`src/sac_pkg.sv`:
```
// Package: register map, field layout, reset values and timing counts
package sac_pkg;

    // Register byte addresses on the CPU memory bus
    localparam logic [15:0] SAC_ADDR_RESULT_LO = 16'hFF08;
    localparam logic [15:0] SAC_ADDR_RESULT_HI = 16'hFF09;
    localparam logic [15:0] SAC_ADDR_MODE = 16'hFF28;
    localparam logic [15:0] SAC_ADDR_CHANNEL = 16'hFF29;
    localparam logic [15:0] SAC_ADDR_PFMODE = 16'hFF2A;
    localparam logic [15:0] SAC_ADDR_THRESH = 16'hFF2B;

    // Values after reset
    localparam logic [7:0] SAC_MODE_RESET = 8'h00;
    localparam logic [7:0] SAC_CHANNEL_RESET = 8'h00;
    localparam logic [7:0] SAC_PFMODE_RESET = 8'h00;
    localparam logic [7:0] SAC_THRESH_RESET = 8'h00;

    // Writable bits per register; the rest read as zero
    localparam logic [7:0] SAC_MODE_WMASK = 8'hB9;
    localparam logic [7:0] SAC_CHANNEL_WMASK = 8'h07;
    localparam logic [7:0] SAC_PFMODE_WMASK = 8'hC0;

    // Field positions
    localparam int SAC_MODE_ENABLE_BIT = 7;
    localparam int SAC_MODE_REFGEN_BIT = 0;
    localparam int SAC_MODE_FR_LSB = 3;
    localparam int SAC_PF_ENABLE_BIT = 7;
    localparam int SAC_PF_POLARITY_BIT = 6;
    localparam int SAC_RESULT_SHIFT = 6;

    // Approximation width and first trial value
    localparam int SAC_RES_BITS = 10;
    localparam logic [9:0] SAC_APPROX_FIRST = 10'h200;
    localparam logic [3:0] SAC_MSB_INDEX = 4'h9;

    // Cycles per bit decision for each conversion-time code except the prohibited codes 3 and 7
    localparam logic [7:0] SAC_BITCYC_FR0 = 8'h0C;
    localparam logic [7:0] SAC_BITCYC_FR1 = 8'h0A;
    localparam logic [7:0] SAC_BITCYC_FR2 = 8'h08;
    localparam logic [7:0] SAC_BITCYC_FR4 = 8'h06;
    localparam logic [7:0] SAC_BITCYC_FR5 = 8'h05;
    localparam logic [7:0] SAC_BITCYC_FR6 = 8'h04;
    // Sampling lasts this many bit periods
    localparam int SAC_SAMPLE_PERIODS = 2;

    typedef enum logic [1:0] {
        SAC_IDLE,
        SAC_SAMPLE,
        SAC_CONVERT
    } sac_state_e;

    // One access on the CPU memory bus
    typedef struct packed {
        logic [15:0] addr;
        logic wr;
        logic rd;
        logic [7:0] wdata;
    } sac_bus_req_s;

endpackage

```
`src/sac_sar_engine.sv`:
```
// Sample, hold and bit-by-bit approximation sequencer
`timescale 1ns/10ps
module sac_sar_engine
    import sac_pkg::*;
(
    input wire logic clk_i,
    input wire logic rst_n_i,
    input wire logic run_i,
    input wire logic restart_i,
    input wire logic comp_i,
    input wire logic [7:0] bit_cyc_i,
    output logic sample_o,
    output logic [9:0] tap_o,
    output logic [9:0] result_o,
    output logic done_o
);

    sac_state_e state_reg;
    logic [8:0] cnt_reg;
    logic [3:0] bit_idx_reg;

    wire logic [8:0] sample_len = 9'(bit_cyc_i * SAC_SAMPLE_PERIODS) - 9'h001;
    wire logic [8:0] bit_len = {1'b0, bit_cyc_i} - 9'h001;
    wire logic last_bit = (bit_idx_reg == 4'h0);
    wire logic [3:0] next_idx = bit_idx_reg - 4'h1;

    always_ff @(posedge clk_i or negedge rst_n_i) begin
        if (!rst_n_i) begin
            state_reg <= SAC_IDLE;
            cnt_reg <= 9'h000;
            bit_idx_reg <= 4'h0;
            tap_o <= 10'h000;
            result_o <= 10'h000;
            sample_o <= 1'b0;
            done_o <= 1'b0;
        end else begin
            done_o <= 1'b0;
            if (!run_i) begin
                // Stop at once; the partial value is dropped
                state_reg <= SAC_IDLE;
                sample_o <= 1'b0;
            end else if (restart_i || state_reg == SAC_IDLE) begin
                state_reg <= SAC_SAMPLE;
                cnt_reg <= sample_len;
                sample_o <= 1'b1;
            end else if (cnt_reg != 9'h000) begin
                cnt_reg <= cnt_reg - 9'h001;
            end else if (state_reg == SAC_SAMPLE) begin
                // Hold from here until the last decision
                sample_o <= 1'b0;
                state_reg <= SAC_CONVERT;
                tap_o <= SAC_APPROX_FIRST;
                bit_idx_reg <= SAC_MSB_INDEX;
                cnt_reg <= bit_len;
            end else begin
                tap_o[bit_idx_reg] <= comp_i;
                if (last_bit) begin
                    result_o <= {tap_o[9:1], comp_i};
                    done_o <= 1'b1;
                    state_reg <= SAC_SAMPLE;
                    cnt_reg <= sample_len;
                    sample_o <= 1'b1;
                end else begin
                    tap_o[next_idx] <= 1'b1;
                    bit_idx_reg <= next_idx;
                    cnt_reg <= bit_len;
                end
            end
        end
    end

endmodule

```
`src/sac_adc_control.sv`:
```
// Converter control: registers, bus slave, sequencing and compare gate
`timescale 1ns/10ps
module sac_adc_control
    import sac_pkg::*;
(
    input wire logic clk_i,
    input wire logic resetn_i,
    input wire sac_bus_req_s bus_req_i,
    input wire logic comp_i,
    output logic [15:0] bus_rdata_o,
    output logic bus_wait_o,
    output logic [2:0] channel_sel_o,
    output logic sample_o,
    output logic [9:0] tap_o,
    output logic refgen_enable_o,
    output logic conversion_done_irq_o
);

    // Reset release
    logic rst_meta_reg;
    logic rst_n;

    always_ff @(posedge clk_i or negedge resetn_i) begin
        if (!resetn_i) begin
            rst_meta_reg <= 1'b0;
            rst_n <= 1'b0;
        end else begin
            rst_meta_reg <= 1'b1;
            rst_n <= rst_meta_reg;
        end
    end

    // Registers
    logic [7:0] converter_mode_control_reg;
    logic [7:0] channel_select_reg;
    logic [7:0] powerfail_mode_reg;
    logic [7:0] powerfail_threshold_reg;
    logic [15:0] conversion_result_reg;

    // Cycles per bit decision for a conversion-time code
    function automatic logic [7:0] bit_cycles(input logic [2:0] code);
        logic [7:0] c;
        c = SAC_BITCYC_FR0;
        unique case (code)
            3'h0: c = SAC_BITCYC_FR0;
            3'h1: c = SAC_BITCYC_FR1;
            3'h2: c = SAC_BITCYC_FR2;
            3'h4: c = SAC_BITCYC_FR4;
            3'h5: c = SAC_BITCYC_FR5;
            3'h6: c = SAC_BITCYC_FR6;
            // Prohibited codes fall back to the slowest timing
            default: c = SAC_BITCYC_FR0;
        endcase
        return c;
    endfunction

    // Interrupt gate on the upper eight result bits
    function automatic logic pf_pass(
        input logic enable,
        input logic polarity,
        input logic [7:0] upper,
        input logic [7:0] threshold
    );
        logic at_or_above;
        at_or_above = (upper >= threshold);
        if (!enable) begin
            return 1'b1;
        end
        return polarity ? !at_or_above : at_or_above;
    endfunction

    // Address decode
    wire logic hit_lo = (bus_req_i.addr == SAC_ADDR_RESULT_LO);
    wire logic hit_hi = (bus_req_i.addr == SAC_ADDR_RESULT_HI);
    wire logic hit_mode = (bus_req_i.addr == SAC_ADDR_MODE);
    wire logic hit_chan = (bus_req_i.addr == SAC_ADDR_CHANNEL);
    wire logic hit_pfm = (bus_req_i.addr == SAC_ADDR_PFMODE);
    wire logic hit_pft = (bus_req_i.addr == SAC_ADDR_THRESH);

    wire logic wr_mode = bus_req_i.wr && hit_mode;
    wire logic wr_chan = bus_req_i.wr && hit_chan;
    wire logic wr_pfm = bus_req_i.wr && hit_pfm;
    wire logic wr_pft = bus_req_i.wr && hit_pft;
    wire logic wr_any = wr_mode || wr_chan || wr_pfm || wr_pft;
    wire logic rd_result = bus_req_i.rd && (hit_lo || hit_hi);

    // Read mux; fixed-zero bits come back as stored zeros
    wire logic [15:0] rd_mux =
        hit_lo ? conversion_result_reg :
        hit_hi ? {8'h00, conversion_result_reg[15:8]} :
        hit_mode ? {8'h00, converter_mode_control_reg} :
        hit_chan ? {8'h00, channel_select_reg} :
        hit_pfm ? {8'h00, powerfail_mode_reg} :
        hit_pft ? {8'h00, powerfail_threshold_reg} :
        16'h0000;

    wire logic conv_enable =
        converter_mode_control_reg[SAC_MODE_ENABLE_BIT];
    wire logic pf_enable = powerfail_mode_reg[SAC_PF_ENABLE_BIT];
    wire logic pf_polarity = powerfail_mode_reg[SAC_PF_POLARITY_BIT];
    wire logic [2:0] fr_code =
        converter_mode_control_reg[SAC_MODE_FR_LSB +: 3];
    wire logic [7:0] bit_cyc = bit_cycles(fr_code);

    wire logic eng_done;
    wire logic [9:0] eng_result;
    wire logic eng_sample;
    wire logic [9:0] eng_tap;

    // Write path
    always_ff @(posedge clk_i or negedge rst_n) begin
        if (!rst_n) begin
            converter_mode_control_reg <= SAC_MODE_RESET;
            channel_select_reg <= SAC_CHANNEL_RESET;
            powerfail_mode_reg <= SAC_PFMODE_RESET;
            powerfail_threshold_reg <= SAC_THRESH_RESET;
        end else begin
            if (wr_mode) begin
                converter_mode_control_reg <=
                    bus_req_i.wdata & SAC_MODE_WMASK;
            end
            if (wr_chan) begin
                // Upper five bits forced to zero
                channel_select_reg <=
                    bus_req_i.wdata & SAC_CHANNEL_WMASK;
            end
            if (wr_pfm) begin
                powerfail_mode_reg <=
                    bus_req_i.wdata & SAC_PFMODE_WMASK;
            end
            if (wr_pft) begin
                powerfail_threshold_reg <= bus_req_i.wdata;
            end
        end
    end

    // Bus answer: one wait cycle on result reads and register writes, data stands until next read
    always_ff @(posedge clk_i or negedge rst_n) begin
        if (!rst_n) begin
            bus_wait_o <= 1'b0;
            bus_rdata_o <= 16'h0000;
        end else begin
            bus_wait_o <= rd_result || wr_any;
            if (bus_req_i.rd) begin
                bus_rdata_o <= rd_mux;
            end
        end
    end

    // Result has no reset: its content is undefined after reset
    always_ff @(posedge clk_i) begin
        if (eng_done) begin
            conversion_result_reg <=
                {eng_result, 6'h00};
        end
    end

    // Analog-facing outputs and interrupt
    always_ff @(posedge clk_i or negedge rst_n) begin
        if (!rst_n) begin
            channel_sel_o <= 3'h0;
            refgen_enable_o <= 1'b0;
            conversion_done_irq_o <= 1'b0;
            sample_o <= 1'b0;
            tap_o <= 10'h000;
        end else begin
            channel_sel_o <= channel_select_reg[2:0];
            refgen_enable_o <=
                converter_mode_control_reg[SAC_MODE_REFGEN_BIT];
            sample_o <= eng_sample;
            tap_o <= eng_tap;
            // Decided on the fresh result, same cycle it is latched
            conversion_done_irq_o <= eng_done &&
                pf_pass(pf_enable, pf_polarity, eng_result[9:2],
                        powerfail_threshold_reg);
        end
    end

    // Any register write restarts the sequence from sampling while the enable bit is set
    sac_sar_engine u_engine (
        .clk_i(clk_i),
        .rst_n_i(rst_n),
        .run_i(conv_enable),
        .restart_i(wr_any),
        .comp_i(comp_i),
        .bit_cyc_i(bit_cyc),
        .sample_o(eng_sample),
        .tap_o(eng_tap),
        .result_o(eng_result),
        .done_o(eng_done)
    );

endmodule

```
`config.mk`:
```
export PLATFORM = sky130hd
export DESIGN_NAME = sac_adc_control
export DESIGN_NICKNAME = d
export VERILOG_FILES = /design/src/sac_pkg.sv /design/src/sac_sar_engine.sv /design/src/sac_adc_control.sv
export SDC_FILE = /design/constraint.sdc
export NUM_CORES = 1
export LEC_CHECK = 0
export ABC_AREA = 1
export BUFFER_PORTS_ARGS = -buffer_cell sky130_fd_sc_hd__buf_2
export CORE_ASPECT_RATIO = 1.25
export CORE_MARGIN = 4
export CORE_UTILIZATION = 40
export DETAILED_ROUTE_END_ITERATION = 10
export PLACE_DENSITY = 0.57
export SYNTH_ARGS = -nofsm -noshare
export SYNTH_HDL_FRONTEND = slang
export SYNTH_SLANG_ARGS = --single-unit
```
`constraint.sdc`:
```
create_clock -name clk_i -period 6.86 [get_ports clk_i]
set_input_delay 1.372 -clock clk_i [delete_from_list [all_inputs] [get_ports clk_i]]
set_output_delay 1.372 -clock clk_i [all_outputs]
set_load 0.05 [all_outputs]
```
# --- Word level (Yosys, flattened, before mapping) ---
# Index checks and enable logic that the tools add are counted.
word_totals:
  reg_bits: 100
  latchBits: 0
  ram_bits: 0
  mem_bits_ro: 0
  input_bits: 29
  output_inout_bits: 33
  word_cells: 108
  n_memories: 0
op_classes:
  addsub: 4
  multipliers: 0
  n_div: 0
  magnitude_cmp: 5
  n_eq_ne: 15
  n_shift: 0
  muxes: 37
  bitwise_logic: 4
  n_reduce_logical: 22
op_table:
  columns: ["cell", "n"]
  rows:
  - ["== test 16 bit, second input constant", 6]
  - ["two-way mux 8 bit", 5]
  - ["two-way mux 9 bit", 4]
  - ["two-way mux 10 bit", 2]
  - ["case mux 4 bit (5 select lines)", 1]
  - ["two-way mux 16 bit", 1]
  - ["two-way mux 1 bit", 14]
  - ["bitwise mux 10 bit", 1]
  - ["< comparator 4 x 5 -> 1 bit, second input constant", 2]
  - ["two-way mux 2 bit", 5]
  - ["OR 10 bit", 1]
  - ["== test 3 bit, second input constant", 3]
  - ["nonzero test 9 bit", 1]
  - ["subtractor 9 x 1 -> 9 bit, second input constant", 1]
  - ["demux 1 bit (select 4 bit)", 2]
  - [">= comparator 4 x 1 -> 1 bit, second input constant", 2]
  - [">= comparator 8 bit", 1]
  - ["logical AND 1 bit", 8]
  - ["two-way mux 4 bit", 2]
  - ["logical OR 1 bit", 6]
  - ["subtractor 5 x 1 -> 6 bit, second input constant", 1]
  - ["AND reduction 5 bit", 1]
  - ["subtractor 4 x 1 -> 5 bit, second input constant", 1]
  - ["zero test 4 bit", 1]
  - ["13 further kinds", 15]

# --- Longest topological paths before layout ---
depth:
  depth_word: 8
  mapped_depth: 12
  ltp_nobuf: 12

# --- Modules after synthesis ---
# A second synthesis with hierarchy kept.
hier_totals:
  hier_cells: 650
  hier_area_um2: 5358.9
modules_own_cells:
  columns: ["mod", "n_inst", "cells_per_inst", "area_each_um2", "seq_area_each_um2"]
  rows:
  - ["sac_adc_control", 1, 313, 2917.8, 1626.6]
  - ["sac_sar_engine", 1, 337, 2441.1, 900.9]

# --- Least setup slack after synthesis ---
# OpenSTA, ideal clock, no wires.
synth_path:
  kind: "input to register"
  start: "input port bus_req_i[20] in the netlist's numbering"
  end: "register powerfail_threshold_reg[6]"
  setup_ns: 0.117
  arrival_time_ns: 2.301
  t_required_ns: 6.743
  setup_slack_ns: 4.441
  cell_stages: 8
  n_path_buf: 1
  cell_sequence: "nand2_1 -> nor2_1 -> nand2_2 -> nor3_4 -> nand2_4 -> buf_6 -> nand2_1 -> o21ai_2"
synth_between:
  elab_chain_len: 2
synth_rtl:
  columns: ["element", "line", "source"]
  rows:
  - ["from (decl)", "sac_adc_control.sv:8", "input wire sac_bus_req_s bus_req_i,"]
  - ["== test 16 bit", "sac_adc_control.sv:78", "wire logic hit_pft = (bus_req_i.addr == SAC_ADDR_THRESH);"]
  - ["logical AND 1 bit", "sac_adc_control.sv:83", "wire logic wr_pft = bus_req_i.wr && hit_pft;"]
  - ["to (signal assigned)", "sac_adc_control.sv:132", "powerfail_threshold_reg <= bus_req_i.wdata;"]
  - ["to (decl)", "sac_adc_control.sv:37", "logic [7:0] powerfail_threshold_reg;"]
# No other way between the ends.
# A chain may end at the register's enable or synchronous reset.

# --- Final worst setup path ---
layout_path:
  start: "input port bus_req_i[20] in the netlist's numbering"
  end: "register u_engine.tap_o[3]"
layout_between:
  elab_chain_len: 8
  elab_cells_between_ends: 14
  cone_classes: "4 x eq/ne; 1 x bitwise; 9 x reduce/logical"
layout_rtl:
  columns: ["element", "line", "source"]
  rows:
  - ["== test 16 bit, on equally long branches", "sac_adc_control.sv:75, sac_adc_control.sv:76", null]
  - ["logical AND 1 bit, on equally long branches", "sac_adc_control.sv:80, sac_adc_control.sv:81", null]
  - ["logical OR 1 bit (2 in series)", "sac_adc_control.sv:84", "wire logic wr_any = wr_mode || wr_chan || wr_pfm || wr_pft;"]
  - ["logical OR 1 bit *", "sac_adc_control.sv:84", null]
  - ["logical OR 1 bit *", "sac_sar_engine.sv:42", "end else if (restart_i || state_reg == SAC_IDLE) begin"]
  - ["inverter 1 bit (no source line) *", null, null]
  - ["AND reduction 3 bit (no source line) *", null, null]
  - ["to (signal, indexed assignment)", "sac_sar_engine.sv:56", "tap_o[bit_idx_reg] <= comp_i;"]
  - ["to (decl)", "sac_sar_engine.sv:13", "output logic [9:0] tap_o,"]
# Every way passes the cells marked *; elsewhere a longest branch is shown, timed or not.

==> out/qor.csv <==
stage,metric,value,unit
outcome,status,finished clean,
power_and_ir_drop,p_int,852,µW
floorplan,rows,46,
sta,fmaxAchievable,380,MHz
finish,final_nets,748,
clocking,clk_path_buf_depth,2,
worst_setup_path,crit_path_max_fanout,16,
synthesis,ys_seq_area_share,49.1,%
grt,grt_use_met2,29.9,%
clocking,clk_pin_slew,0.07,ns
synthesis,synth_edf_count,10,
power_and_ir_drop,p_clk_share,43.1,%
worst_setup_path,arrival,2.87,ns
sta,finalCritPeriodShare,38.4,%
synthesis,async_reset_ff_share,89.9,%
sta,layout_min_cycle_time,2.63,ns
power_and_ir_drop,pwr-share-seq,53.4,%
synthesis,synth_top_cell_by_area,dfrtp_1,
grt,grt-busiest-layer,met2,
worst_setup_path,critical_path_class,input port to register,
grt,met1_usage,20.3,%
sta,hold_viol,0,
synthesis,syn_area,0.00515,mm²
clocking,cts_hold_buffers,0,
finish,most-common-layout-cells,"228 x nand2_1, 88 x dfrtp_1, 64 x inv_1, 61 x buf_2, 52 x nand3_1",
finish,final_cells,877,
synthesis,synth_area_per_cell,8.03,µm²
finish,area_growth,14.3,%
placed_design,portBuffers,61,
detailed_routing,routed_wirelength,12000,µm
worst_setup_path,crit_top_cell,nand2_1,
finish,regMostFlops,bus_rdata_o,
min_path,holdCritPathClass,register to register,
grt,grt_max_degree,88,
finish,antenna_cells,0,
worst_setup_path,cpLargestDelayFamily,simple AND/OR/NAND/NOR gates,
sta,setup_viol,0,
power_and_ir_drop,power_leakage,3.12,nW
worst_setup_path,endpoint_kind,register,
detailed_routing,wl_per_cell,13.6,µm
placed_design,numPlacedInstances,861,
finish,final_layout_size_suffix_gt1_share,17.8,%
floorplan,core_area,0.0127,mm²
floorplan,initial_core_util,40.7,%
clocking,cts.htree.levels,3,
clocking,cts_resized,0,
worst_setup_path,path_cells,buf_2 -> nand2_1 -> nor2_1 -> nand4_1 -> nor2_1 -> nor2_2 -> nand3_1 -> nand2_1 -> nand2_1,
detailed_routing,drtIter0Drc,245,
power_and_ir_drop,switchingPower,258,µW
sta,skew,0.00824,ns
clocking,cts-buffers-inserted,9,
job,cap_viol_max_count,0,
synthesis,synth-seq-cells,99,
grt,grt_usage,17.0,%
finish,largest_reg_flops,16,
floorplan,num_io_pins,62,
sta,drv_slew,0,
clocking,cts_tree,yes,
synthesis,netlist-cell-type-count,39,
sta,max-slew-margin-rel,26.6,%
sta,final.setup.tns,0,ns
clocking,clock_latency,0.34,ns
worst_setup_path,cpPeakStageDelay,0.49,ns
detailed_routing,viasPerCell,4.86,
floorplan,die-area,0.0148,mm²
synthesis,ys.flop_type,dfrtp_1,
clocking,post-cts-setup-buffers,0,
floorplan,dieWidth,110,µm
detailed_routing,ant_nets,0,
grt,grt_antenna_before_repair,0,
synthesis,netlist_instances,642,
clocking,cts_root_buffer,clkbuf_16,
synthesis,yosys-top-cells-area,"dfrtp_1 43%, nand2_1 17%, edfxtp_1 5.8%",
grt,grt_pass1_vias,4081,
sta,rsz0062_at_grt,false,
placed_design,hpwl,9010,µm
worst_setup_path,critical_path_buf_inv_count,1,
power_and_ir_drop,ir_drop,0.102,mV
worst_setup_path,cp.required,7.09,ns
finish,mostFrequentLayoutCell,nand2_1,
synthesis,ys_warn_count,0,
power_and_ir_drop,p_per_area,188,mW/mm²
synthesis,synth.top_cell.area_share,43.2,%
clocking,clock-sinks,99,
detailed_routing,vias,4262,
placed_design,place.gp.congestion,0.921,
worst_setup_path,slowest_stage,nor2_2,
sta,tightest_slew,1.10,ns
grt,grt-ovfl-total,0,
power_and_ir_drop,combPwrFrac,3.5,%
worst_setup_path,cp-start-kind,input port,
grt,grt_pass1_wl,19800,µm
detailed_routing,drt_first_pass_iters,4,
synthesis,syn_nets,686,
detailed_routing,drc,0,
floorplan,fp.dieH,135,µm
grt,use_met3,2.58,%
power_and_ir_drop,sw_frac_of_total,23.2,%
[layer usage]
metal / wire (µm) / vias to the layer above
li1: - / 2175
met1: 5030 / 1986
met2: 6140 / 81
met3: 414 / 20
met4: 377 / 0
met5: 0 / -
[worst paths after layout]
| check | from | endpoint | slack [ns] | cells past startpoint |
|---|---|---|---|---|
| setup reg to reg | converter_mode_control_reg[7] | u_engine.bit_idx_reg[2] | 4.79 | 5 |
| hold / removal | rst_meta_reg | rst_n | 0.36 | 0 |
| max in group asynchronous | rst_n | u_engine.state_reg[1] | 5.53 | 1 |
| min in group asynchronous | rst_n | bus_rdata_o[9] | 0.59 | 1 |
| hold reg to reg | rst_meta_reg | rst_n | 0.36 | 0 |
| setup / recovery | bus_req_i[20] | u_engine.tap_o[3] | 4.23 | 9 |
[area by class of cell]
cell class / count / area (µm²)
Clock buffer: 10 / 229
Clock inverter: 6 / 46.3
Fill cell: 1291 / 6770
Inverter: 77 / 292
Multi-Input combinational cell: 455 / 2270
Sequential cell: 99 / 2530
Tap cell: 168 / 210
Timing Repair Buffer: 62 / 313
[power groups by stage]
stage	Combinational [mW]	Sequential [mW]	Clock [mW]
CTS	0.0401	0.592	0.492
floorplan	0.0150	0.611	0
global route	0.0449	0.592	0.515
detailed placement	0.0400	0.604	0
global placement	0.0388	0.604	0
finish	0.0387	0.592	0.479
[logic make-up (layout without fill, tap and decap cells)]
| group | Yosys count | in the layout | share of synthesized area, % |
|---|---|---|---|
| multiplexers | 4 | 4 | 0.777 |
| adder cells (fa/ha/maj) | 15 | 15 | 3.64 |
| flip-flops | 99 | 99 | 49.1 |
| other | 1 | 1 | 0.0728 |
| buffers and inverters | 88 | 155 | 6.95 |
| AND/OR/NAND/NOR | 373 | 373 | 32.3 |
| AO/OA/AOI/OAI | 58 | 58 | 6.53 |
| XOR/XNOR | 4 | 4 | 0.680 |
[cells in the mapped netlist, types with 3 or more instances]
library cell / number
nand2_1: 228
dfrtp_1: 89
inv_1: 64
nand3_1: 52
nor2_1: 44
o21ai_0: 19
a21oi_1: 15
ha_1: 15
nand4_1: 15
edfxtp_1: 10
inv_2: 10
nand2_2: 10
o21ai_1: 9
o21ai_2: 8
nor2_2: 7
clkbuf_1: 4
mux2i_1: 4
nor2_4: 4
xor2_1: 4
buf_6: 3
nor3_2: 3
[per-stage QoR]
| step | power [mW] | instance area [µm²] | util [%] | hold WS (ns) | setup slack, ns |
|---|---|---|---|---|---|
| finish | 1.11 | 5890 | 46.5 | 0.360 | 4.23 |
| global route | 1.15 | 5890 | 46.5 | 0.380 | 4.06 |
| CTS | 1.12 | 5890 | 46.5 | 0.364 | 4.19 |
| detailed placement | 0.644 | 5610 | 44.3 | 0.348 | 3.83 |
| global placement | 0.643 | 5610 | 44.3 | 0.338 | 3.88 |
| floorplan | 0.626 | 5150 | - | 0.331 | 4.20 |
(Power assumes the default switching activity.)
